**config.mk**
```make
export PLATFORM = sky130hd
export DESIGN_NAME = dser_regs
export DESIGN_NICKNAME = d
export VERILOG_FILES = /design/src/verilog/dser_pkg.sv /design/src/verilog/dser_regs.sv
export VERILOG_INCLUDE_DIRS = /design/src /design/src/verilog
export SDC_FILE = /design/constraint.sdc
export NUM_CORES = 1
export LEC_CHECK = 0
export BUFFER_PORTS_ARGS = -buffer_cell sky130_fd_sc_hd__buf_4
export CORE_MARGIN = 2
export CORE_UTILIZATION = 53
export CTS_BUF_LIST = sky130_fd_sc_hd__clkbuf_4 sky130_fd_sc_hd__clkbuf_8
export CTS_CLUSTER_SIZE = 12
export DETAILED_ROUTE_END_ITERATION = 8
export MAX_ROUTING_LAYER = met4
export PLACE_DENSITY = 0.86
export SLEW_MARGIN = 30
export SYNTH_ARGS = -nofsm -noshare
export SYNTH_HDL_FRONTEND = slang
export SYNTH_SLANG_ARGS = --single-unit
```
**constraint.sdc**
```tcl
create_clock -name core_clk -period 1.75 [get_ports core_clk]
set_input_delay 0.0875 -clock core_clk [delete_from_list [all_inputs] [get_ports core_clk]]
set_output_delay 0.0875 -clock core_clk [all_outputs]
set_load 0.02 [all_outputs]
```
**src/verilog/dser_params.svh**
```systemverilog
// constants for the disk status and fault cause register bank
`ifndef DSER_PARAMS_SVH
`define DSER_PARAMS_SVH
// ==========================================================
// register offsets
`define DSER_ADDR_W        4
`define DSER_OFF_STATUS    4'h0
`define DSER_OFF_CAUSE     4'h1
`define DSER_OFF_IRQ_STAT  4'h2
`define DSER_OFF_IRQ_MASK  4'h3
// ==========================================================
// status bit positions
`define DSER_ST_BUSY       7
`define DSER_ST_READY      6
`define DSER_ST_WFAULT     5
`define DSER_ST_SEEK       4
`define DSER_ST_XFER       3
`define DSER_ST_FIXED      2
`define DSER_ST_INDEX      1
`define DSER_ST_ERR        0
// ==========================================================
// fault cause bit positions
`define DSER_FC_BADBLK     7
`define DSER_FC_UNFIX      6
`define DSER_FC_IDMISS     4
`define DSER_FC_ABORT      2
`define DSER_FC_TRK0       1
`define DSER_FC_USED_MASK  8'hd6
// ==========================================================
// interrupt event bits
`define DSER_IRQ_DONE      0
`define DSER_IRQ_ERR       1
`define DSER_IRQ_XFER      2
`define DSER_IRQ_INDEX     3
`define DSER_IRQ_USED_MASK 8'h0f
`define DSER_RESET_BYTE    8'h00
`endif

```
**src/verilog/dser_pkg.sv**
```systemverilog
// types for the disk status and fault cause register bank
package dser_pkg;
  typedef struct packed {
    logic [3:0] addr;
    logic [7:0] wdata;
    logic       wr;
    logic       rd;
  } dser_bus_req_t;

  typedef struct packed {
    logic busy;
    logic ready;
    logic wfault;
    logic seekDone;
    logic xferReq;
    logic fixedData;
    logic indexMark;
  } dser_drive_t;

  typedef struct packed {
    logic badBlock;
    logic unfixable;
    logic idMissing;
    logic aborted;
    logic trk0Missing;
  } dser_fault_t;
endpackage

```
**src/verilog/dser_regs.sv**
```systemverilog
// disk status and fault cause register bank with event interrupt
// Functional notes
// - bit7 busy, bit6 ready for command
// - bit5 shows write fault
// - bit4 shows heads settled after seek
// - bit3 shows data word transfer possible
// - bit2 corrected data, bit1 index sensed
// - bit0 previous command ended in error
// - cause bit7 bad block mark seen
// - cause bit6 uncorrectable data error
// - cause bit4 sector ID field missing
// - cause bit2 command aborted
// - cause bit1 track zero not found
`include "dser_params.svh"
`timescale 1ns/10ps
`default_nettype none

module dser_regs (
  // clock and reset
  input  wire logic                 core_clk,
  input  wire logic                 sys_rst,
  // register port
  input  wire dser_pkg::dser_bus_req_t busReq,
  output logic [7:0]                rdData,
  // drive condition inputs
  input  wire dser_pkg::dser_drive_t   driveIn,
  // command start and completion
  input  wire logic                 cmdDone,
  input  wire dser_pkg::dser_fault_t   faultIn,
  input  wire logic                 cmdStart,
  // interrupt
  output logic                      irq
);

  // ==========================================================
  // completion capture
  logic        errReg;
  logic        errNext;
  logic [7:0]  causeReg;
  logic [7:0]  causeNext;
  logic [7:0]  faultByte;
  logic [7:0]  statusByte;

  assign faultByte = {faultIn.badBlock,
                      faultIn.unfixable,
                      1'b0,
                      faultIn.idMissing,
                      1'b0,
                      faultIn.aborted,
                      faultIn.trk0Missing,
                      1'b0} & `DSER_FC_USED_MASK;

  // cause stays until the next completion so software can read it late
  assign causeNext = cmdDone ? faultByte : causeReg;
  // a new command clears the error; completion in same cycle wins
  assign errNext   = cmdDone ? (faultByte != 8'h00) :
                     (cmdStart ? 1'b0 : errReg);

  always_ff @(posedge core_clk) begin
    if (sys_rst) begin
      causeReg <= `DSER_RESET_BYTE;
      errReg   <= 1'b0;
    end else begin
      causeReg <= causeNext;
      errReg   <= errNext;
    end
  end

  assign statusByte = {driveIn.busy,
                       driveIn.ready,
                       driveIn.wfault,
                       driveIn.seekDone,
                       driveIn.xferReq,
                       driveIn.fixedData,
                       driveIn.indexMark,
                       errReg};

  // ==========================================================
  // interrupt events
  logic       xferPrev;
  logic       idxPrev;
  logic [7:0] evtByte;
  logic [7:0] irqStatReg;
  logic [7:0] irqStatNext;
  logic [7:0] irqMaskReg;
  logic [7:0] irqMaskNext;

  // tracked through reset so a pin idling high gives no false rise
  always_ff @(posedge core_clk) begin
    xferPrev <= driveIn.xferReq;
    idxPrev  <= driveIn.indexMark;
  end

  assign evtByte = {4'h0,
                    driveIn.indexMark & ~idxPrev,
                    driveIn.xferReq & ~xferPrev,
                    cmdDone & (faultByte != 8'h00),
                    cmdDone};

  // ==========================================================
  // register decode
  wire selStatus = busReq.addr == `DSER_OFF_STATUS;
  wire selCause  = busReq.addr == `DSER_OFF_CAUSE;
  wire selIStat  = busReq.addr == `DSER_OFF_IRQ_STAT;
  wire selIMask  = busReq.addr == `DSER_OFF_IRQ_MASK;
  wire rdIStat   = busReq.rd & selIStat;

  // status and cause are read only, writes dropped
  // set beats the read clear so an event in that cycle survives
  assign irqStatNext = (rdIStat ? 8'h00 : irqStatReg) | evtByte;
  assign irqMaskNext = (busReq.wr & selIMask) ?
                       (busReq.wdata & `DSER_IRQ_USED_MASK) : irqMaskReg;

  wire [7:0] rdMux = selStatus ? statusByte :
                     selCause  ? causeReg   :
                     selIStat  ? irqStatReg :
                     selIMask  ? irqMaskReg : 8'h00;

  always_ff @(posedge core_clk) begin
    if (sys_rst) begin
      irqStatReg <= `DSER_RESET_BYTE;
      irqMaskReg <= `DSER_RESET_BYTE;
      rdData     <= `DSER_RESET_BYTE;
    end else begin
      irqStatReg <= irqStatNext;
      irqMaskReg <= irqMaskNext;
      rdData     <= busReq.rd ? rdMux : 8'h00;
    end
  end

  assign irq = |(irqStatReg & irqMaskReg);

endmodule

`default_nettype wire
```
# [After elaboration in Yosys (flattened, before gate mapping)]
# Index checks and enable logic that the tools add are counted.
# W data, S select, Z words.
[word_totals] ff_bits=28 inputBits=30 output_inout_bits=9
[classes] n_eq_ne=3 mux=7 bitwise_logic=10 n_reduce_logical=5
[op_table] op="$mux W8" count=4
[op_table] op="$and A8 B4 Y8" count=1
[op_table] op="$eq A4 B2 Y1 const B" count=2
[op_table] op="$or A8 B4 Y8" count=1
[op_table] op="$reduce_bool A8 Y1" count=1
[op_table] op="$reduce_or A8 Y1" count=1
[op_table] op="$and A1 B1 Y1" count=5
[op_table] op="$eq A4 B1 Y1 const B" count=1
[op_table] op="$logic_not A4 Y1" count=1
[op_table] op="$mux W4" count=1
[op_table] op="$not A1 Y1" count=3
[op_table] op="$mux W1" count=2
[op_table] op="$reduce_bool A2 Y1" count=1
[op_table] op="$reduce_or A2 Y1" count=1

# [Longest topological paths before layout]
# Gate-level depths: netlist (run 1).
[logic_depth] word_depth=5 ltp_mapped=4

# [Worst setup path after synthesis (run 1)]
# Ideal clock, no wire load.
[synth_timing] path_type="in2reg" from="in faultIn[4] (netlist name)" to="reg irqStatReg[1]" setup_ps=115 t_arrival_ps=917 t_required_ps=1635 setup_slack_ps=718 path_stages=3 n_path_buf=0 path_cell_list="or4_4 -> o21ai_2 -> a21bo_1"
[synth_between] elab_chain_len=3
[synth_lines] item="start: declaration" line="dser_regs.sv:29" text="input wire dser_pkg::dser_fault_t faultIn,"
[synth_lines] item="$reduce_bool A8 Y1" line="dser_regs.sv:97" text="cmdDone & (faultByte != 8'h00),"
[synth_lines] item="$and A1 B1 Y1" line="dser_regs.sv:97"
[synth_lines] item="$or A8 B4 Y8" line="dser_regs.sv:110" text="assign irqStatNext = (rdIStat ? 8'h00 : irqStatReg) | evtByte;"
[synth_lines] item="end signal: assignment" line="dser_regs.sv:121" text="irqStatReg <= `DSER_RESET_BYTE;"
[synth_lines] item="end signal: assignment" line="dser_regs.sv:125" text="irqStatReg <= irqStatNext;"
[synth_lines] item="end: declaration" line="dser_regs.sv:83" text="logic [7:0] irqStatReg;"
# No other way between the ends.
# A chain may end at the register's enable or synchronous reset.

==> results of run 1 <==
-- cell usage after synthesis, drive strengths merged, types with 2 or more instances --
cell type / n / area [um2]
buf: 2 / 12.5
a22o: 4 / 35.0
nor2: 16 / 60.1
inv: 2 / 7.51
dfxtp: 24 / 480
nand2b: 8 / 50.1
mux2i: 16 / 160
a22oi: 4 / 30.0
clkbuf: 4 / 16.3
nor2b: 2 / 12.5
mux2: 2 / 22.5
nand2: 3 / 11.3
-- worst register-to-register path: cells and delay by family (launching register included) --
kind,cells,cell delay (ns)
buffers and inverters,2,0.65
DFF,1,0.36
AOI/OAI and AO/OA,1,0.34
-- cell families after synthesis --
| group | count (synthesis) | synth area share |
|---|---|---|
| buf+inv | 8 | 0.0370 |
| flops | 24 | 0.490 |
| compound gates | 13 | 0.111 |
| simple gates | 33 | 0.175 |
| mux | 18 | 0.186 |
-- cells in the final DEF (no fill, tap or decap) --
cell           netlist  final
a22oi_1              4      4
a22o_1               4      4
nor3_2               1      1
and4_1               1      1
a21bo_1              1      1
mux2i_1             16     16
inv_1                2      2
nor3b_1              1      1
nand2b_1             8      8
dfxtp_1             24     24
or4_4                1      1
clkbuf_4             0      3
o21ai_2              1      1
mux2_2               2      2
a21o_1               1      1
nor2_1              16     16
buf_4                1     34
nand2_1              3      3
nor2b_1              2      2
bufinv_16            0      1
o41ai_1              1      1
dlygate4sd3_1        0      6
a41oi_1              1      1
-- power breakdown --
group          switching [mW]  internal [mW]  total, mW  leakage (nW)
clock                   0.166          0.232      0.397        0.0279
sequential             0.0140          0.569      0.583         0.197
combinational          0.0602         0.0865      0.147         0.397
-- sequential cells by signal, summed over array words and instances (netlist names) --
signal and count:
rdData 8, irqMaskReg 4, errReg 1, causeReg 5
xferPrev 1, idxPrev 1, irqStatReg 4
-- worst max-delay path by stage --
stage / to / slack [ns] / cells after the start / start
floorplan: irqStatReg[1] / 0.72 / 3 / faultIn[4]
global placement: irqStatReg[1] / 0.57 / 4 / faultIn[4]
detailed placement: irqStatReg[1] / 0.56 / 4 / faultIn[4]
CTS: errReg / 0.41 / 3 / errReg
global route: errReg / 0.30 / 3 / errReg
finish: errReg / 0.36 / 3 / errReg
-- layer usage --
metal	global-route usage	wire length [um]	vias to the layer above
met5	-	0	-
met3	0.0692	131	0
met4	0.0333	0	0
li1	-	-	409
met1	0.253	898	372
met2	0.364	1150	26
-- metrics by stage --
step | util | instances
after floorplan | - | 96
after global placement | 0.717 | 149
after detailed placement | 0.717 | 149
after CTS | 0.776 | 158
after global routing | 0.782 | 159
final | 0.782 | 159
-- repair_timing --
action | CTS | global route
hold endpoints to repair | 6 | 1
gates resized for setup | 0 | 0
hold buffers | 5 | 1
-- cell type report --
type,count,share of cell area
clock buffer,3,0.0167
inverter,2,0.00556
multi-input combinational,64,0.343
timing repair buffer,40,0.234
sequential,24,0.356
clock inverter,1,0.0222
tap,25,0.0232
==> flow_metrics.tcl, run 1 <==
set metrics [dict create \
    fmax_ghz 0.718 \
    clkSinkCount 24 \
    synth_seq_area_share 0.490 \
    synthArstFlopShare 0 \
    cts_buffers 3 \
    cts_root_buf "clkbuf_4" \
    path_cells "inv_1, o41ai_1, dlygate4sd3_1" \
    fin_crit_ns 1.39 \
    hold_ws_ns 0.00209 \
    rows 15 \
    diodes 0 \
    min_path_type "in -> reg" \
    yosys_warnings 0 \
    area_delta_synth_final_pct 37.8 \
    post-route-cell-area_um2 1350 \
    power.density_nw_per_um2 835 \
    drt_wl_total_um 2180 \
    placed_area_um2 1240 \
    whs_path_depth 3 \
    maxCapViolations 0 \
    fp.dieW_um 47.0 \
    dr.pass1.iters 4 \
    grt_pass1_vias 699 \
    grt_max_degree 20 \
    worst_pin_slew_ns 0.420 \
    worstPathBufferInverterCount 2 \
    synth_nets 126 \
    regArea_um2 480 \
    setup-violations-final 0 \
    antenna_found_initial 0 \
    power_leakage_nw 0.622 \
    cp_slowest_cell "dlygate4sd3_1" \
    path_class "reg -> reg" \
    ys.flop_type "dfxtp_1" \
    cts_setup_buffers 0 \
    overflow 0 \
    htreeDepth 1 \
    worst-r2r-cell-count 3 \
    min-delay-start "faultIn[0]" \
    drt_first_iter_violations 12 \
    via_count 807 \
    layout-drive-gt1-share 0.321 \
    clkLatencyLatePin_ns 0.32 \
    cp_slowest_stage_delay_ns 0.60 \
    reg2reg_to "errReg" \
    r2r_setup_slack_ns 0.36 \
    grt_usage 0.215 \
    hold-path-endpoint "causeReg[1]" \
    initial_core_util 0.567 \
    routedWlPerCell_um 13.7 \
    die-area_um2 2210 \
    die_h_um 47.0 \
    peakVddDrop_uv 639 \
    drc 0 \
    rr_startpoint "errReg" \
    place_congestion 0.766 \
    synth.distinct_cells 23 \
    postSynthAreaPerCell_um2 10.2 \
    startpoint_type "flop" \
    slew_viol_final 0 \
    cts.clk_slew.worst_paths_ns 0.13 \
    portBuffers 34 \
    path_max_fanout 2 \
    pre_cts_slack_ns 0.561 \
    cts_tree "yes" \
    slew_headroom 0.716 \
    endpoint_kind "flop" \
    outcome "finished, final reports clean" \
    synth_cells 96 \
    power_mw 1.13 \
    postLayoutSetupSlackWorst_ns 0.357 \
    cts_buffer_depth 2 \
    ios 39 \
    required_ns 2.02 \
    ant_nets 0 \
    multiInputGateArea_um2 463 \
    arrival_ns 1.67 \
    finalHoldViolations 0 \
    critPathTopFamily "buffers and inverters" \
    skew_ns 0.00696 \
    grt_pass1_wl_um 3100 \
    avgViaCountPerCell 5.08 \
    synth_edf_count 0 \
    fin_crit_sh 0.796 \
    core_um2 1730 \
    finalSetupTns_ns 0 \
    fillCellCount 128 \
    rsz0062_at_grt "no" \
    netlist_area_um2 980 \
    final_nets 165 \
    synth_seq_cells 24 \
]
No activity file was read; power rests on OpenSTA's default activity.
==> inputs of run 2 (changes only) <==
--- a/config.mk
+++ b/config.mk
@@ -6,14 +6,16 @@
 export SDC_FILE = /design/constraint.sdc
 export NUM_CORES = 1
 export LEC_CHECK = 0
+export ABC_AREA = 1
 export BUFFER_PORTS_ARGS = -buffer_cell sky130_fd_sc_hd__buf_4
+export CORE_ASPECT_RATIO = 0.7
 export CORE_MARGIN = 2
-export CORE_UTILIZATION = 53
+export CORE_UTILIZATION = 45
 export CTS_BUF_LIST = sky130_fd_sc_hd__clkbuf_4 sky130_fd_sc_hd__clkbuf_8
 export CTS_CLUSTER_SIZE = 12
 export DETAILED_ROUTE_END_ITERATION = 8
 export MAX_ROUTING_LAYER = met4
-export PLACE_DENSITY = 0.86
+export PLACE_DENSITY = 0.76
 export SLEW_MARGIN = 30
 export SYNTH_ARGS = -nofsm -noshare
 export SYNTH_HDL_FRONTEND = slang
==> constraint.sdc (replaced) <==
create_clock -name core_clk -period 1.2 [get_ports core_clk]
set_input_delay 0.06 -clock core_clk [delete_from_list [all_inputs] [get_ports core_clk]]
set_output_delay 0.06 -clock core_clk [all_outputs]
set_load 0.02 [all_outputs]
==> run 2 against run 1 <==
  * Sequential cell count unchanged
  * Die area up 28%
  * Combinational power up 64%
  * Largest power group unchanged
  * Synthesized cell count up 59%
  * Clock skew up 0.0075 ns
  * Routed wire length up 17%
  * Global-route usage down 1.6 points
  * Hold slack better by 0.0072 ns
  * Clock power up 46%
  * Clock-buffer cell count unchanged
==> flow_metrics.tcl, run 2 <==
set metrics [dict create \
    htreeDepth 1 \
    fin_crit_sh 0.946 \
    layout-drive-gt1-share 0.266 \
    avgViaCountPerCell 4.73 \
    die-area_um2 2830 \
    synth_commonest_cells "nand2_1, inv_1, dfxtp_1" \
    fp.dieW_um 62.7 \
    final_nets 230 \
    grt_usage 0.199 \
    slew_headroom 0.813 \
    dp_hpwl_um 1930 \
    synth_top_area_cell "dfxtp_1" \
    grt_pass1_wl_um 4100 \
    endpoint_kind "output pin" \
    reg.largest.list "rdData x8, causeReg x5" \
    via_count 1092 \
    final_cell_mix "buf_4, nand2_1, inv_1, nand3_1, dfxtp_1" \
    synthArstFlopShare 0 \
    skew_ns 0.0145 \
    synth_edf_count 0 \
    required_ns 1.14 \
    diodes 0 \
    synth_nets 183 \
    portBuffers 34 \
    finalSetupTns_ns 0 \
    synth.distinct_cells 19 \
    drt_wl_total_um 2540 \
    fmax_ghz 0.881 \
    largest_reg_flops 8 \
    layout_commonest_cell "buf_4" \
    pre_cts_slack_ns 0.227 \
    critPathTopFamily "flip-flops" \
    ios 39 \
    die_h_um 45.1 \
    wl_met3_um 177 \
    fillCellCount 202 \
    rsz0062_at_grt "yes" \
    dr.pass1.iters 4 \
    drt_first_iter_violations 22 \
    postLayoutSetupSlackWorst_ns 0.0644 \
    wirelength_met1_um 1200 \
    yosys_warnings 0 \
    drc 0 \
    worstPathBufferInverterCount 2 \
    routedWlPerCell_um 11.0 \
    power_leakage_nw 0.753 \
    overflow 0 \
    clkSinkCount 24 \
    cp_slowest_cell "dfxtp_2" \
    startpoint_type "flop" \
    wl_met2_um 1150 \
    netlist_area_um2 1090 \
    synth_area_leaders "dfxtp_1, nand3_1, nand2_1" \
    cts.clk_slew.worst_paths_ns 0.14 \
    peakVddDrop_uv 1140 \
    min_path_type "in -> reg" \
    top_layer_used "met4" \
    yosysMostFrequentCell "nand2_1" \
    cp_slowest_stage_delay_ns 0.36 \
    synth_seq_area_share 0.442 \
    initial_core_util 0.492 \
    synth.top_cell.area_share 0.442 \
    cts_buffers 3 \
    cts_buffer_depth 2 \
    hold_ws_ns 0.00926 \
    path_class "reg -> out" \
    grt_pass1_vias 924 \
    postSynthAreaPerCell_um2 7.10 \
    worst_pin_slew_ns 0.281 \
    path_max_fanout 2 \
    regMostFlops "rdData" \
    power.density_nw_per_um2 1090 \
    core_um2 2210 \
    place_congestion 0.855 \
    cts_tree "yes" \
    fin_crit_ns 1.14 \
    maxCapViolations 0 \
    antenna_found_initial 0 \
    cts_root_buf "clkbuf_4" \
    ant_nets 0 \
    finalHoldViolations 0 \
    synth_seq_cells 24 \
    r2r_setup_slack_ns 0.46 \
    clkLatencyLatePin_ns 0.32 \
    arrival_ns 1.08 \
    power_mw 1.67 \
    setup-violations-final 0 \
    area_delta_synth_final_pct 40.7 \
    grt_max_degree 18 \
    outcome "finished, final reports clean" \
    path_cells "inv_2, o2111ai_2, buf_4" \
    final_core_util 0.692 \
    rows 14 \
    cts_setup_buffers 0 \
    synth_cells 153 \
    ys.flop_type "dfxtp_1" \
    slew_viol_final 0 \
]
[run 2: cell types whose count changed after synthesis, sizes merged, moves of 5 or more]
cell,delta
inv,+26
nor2,+7
mux2i,-16
nand2b,-8
nand3,+21
a21oi,+10
nand4,+5
nand2,+27
[run 2: power breakdown]
group	switching (mW)	total (mW)	leakage (nW)	internal (mW)
clock	0.241	0.579	0.0279	0.338
combinational	0.122	0.241	0.526	0.120
sequential	0.0184	0.849	0.198	0.830
[run 2: worst min-delay path, stage by stage]
cell     delay, ns
buf_4         0.10
nand3_1       0.07
a21oi_1       0.07
[run 2: per-layer routing]
metal / GRT usage / vias to the layer above
met1: 0.248 / 482
met5: - / -
met2: 0.320 / 30
li1: - / 578
met3: 0.0698 / 2
met4: 0.0400 / 0
[run 2: cell type report]
cell class                 instances  area [um2]  area share
multi-input combinational         98         483       0.316
sequential                        24         484       0.317
timing repair buffer              45         363       0.238
tap                               32        40.0      0.0262
clock buffer                       3        22.5      0.0147
clock inverter                     1        30.0      0.0197
inverter                          28         105      0.0688
[run 2: cells by family (layout without fill, tap and decap cells)]
| family | Yosys count | in the layout | share of synthesized area |
|---|---|---|---|
| buffers and inverters | 31 | 77 | 0.119 |
| AO/OA/AOI/OAI | 16 | 16 | 0.0772 |
| AND/OR/NAND/NOR | 82 | 82 | 0.362 |
| flip-flops | 24 | 24 | 0.442 |
[run 2: worst paths after layout]
kind / startpoint / end / depth (start not counted)
hold / removal: driveIn[3] / rdData[4] / 3
hold reg to reg: causeReg[2] / causeReg[2] / 2
setup reg to reg: errReg / rdData[0] / 4
setup / recovery: irqStatReg[2] / irq / 3
[run 2: through the flow]
step	cells	area, um2
finish	231	1530
global route	231	1530
CTS	231	1520
detailed placement	217	1370
global placement	217	1370
floorplan	153	1090
[run 2: repair_timing]
| action | in CTS | in global routing |
|---|---|---|
| gates resized for setup | 0 | 5 |
| endpoints found under the setup margin | 0 | 1 |
| endpoints found under the hold margin | 12 | 0 |
| hold buffers | 10 | 0 |
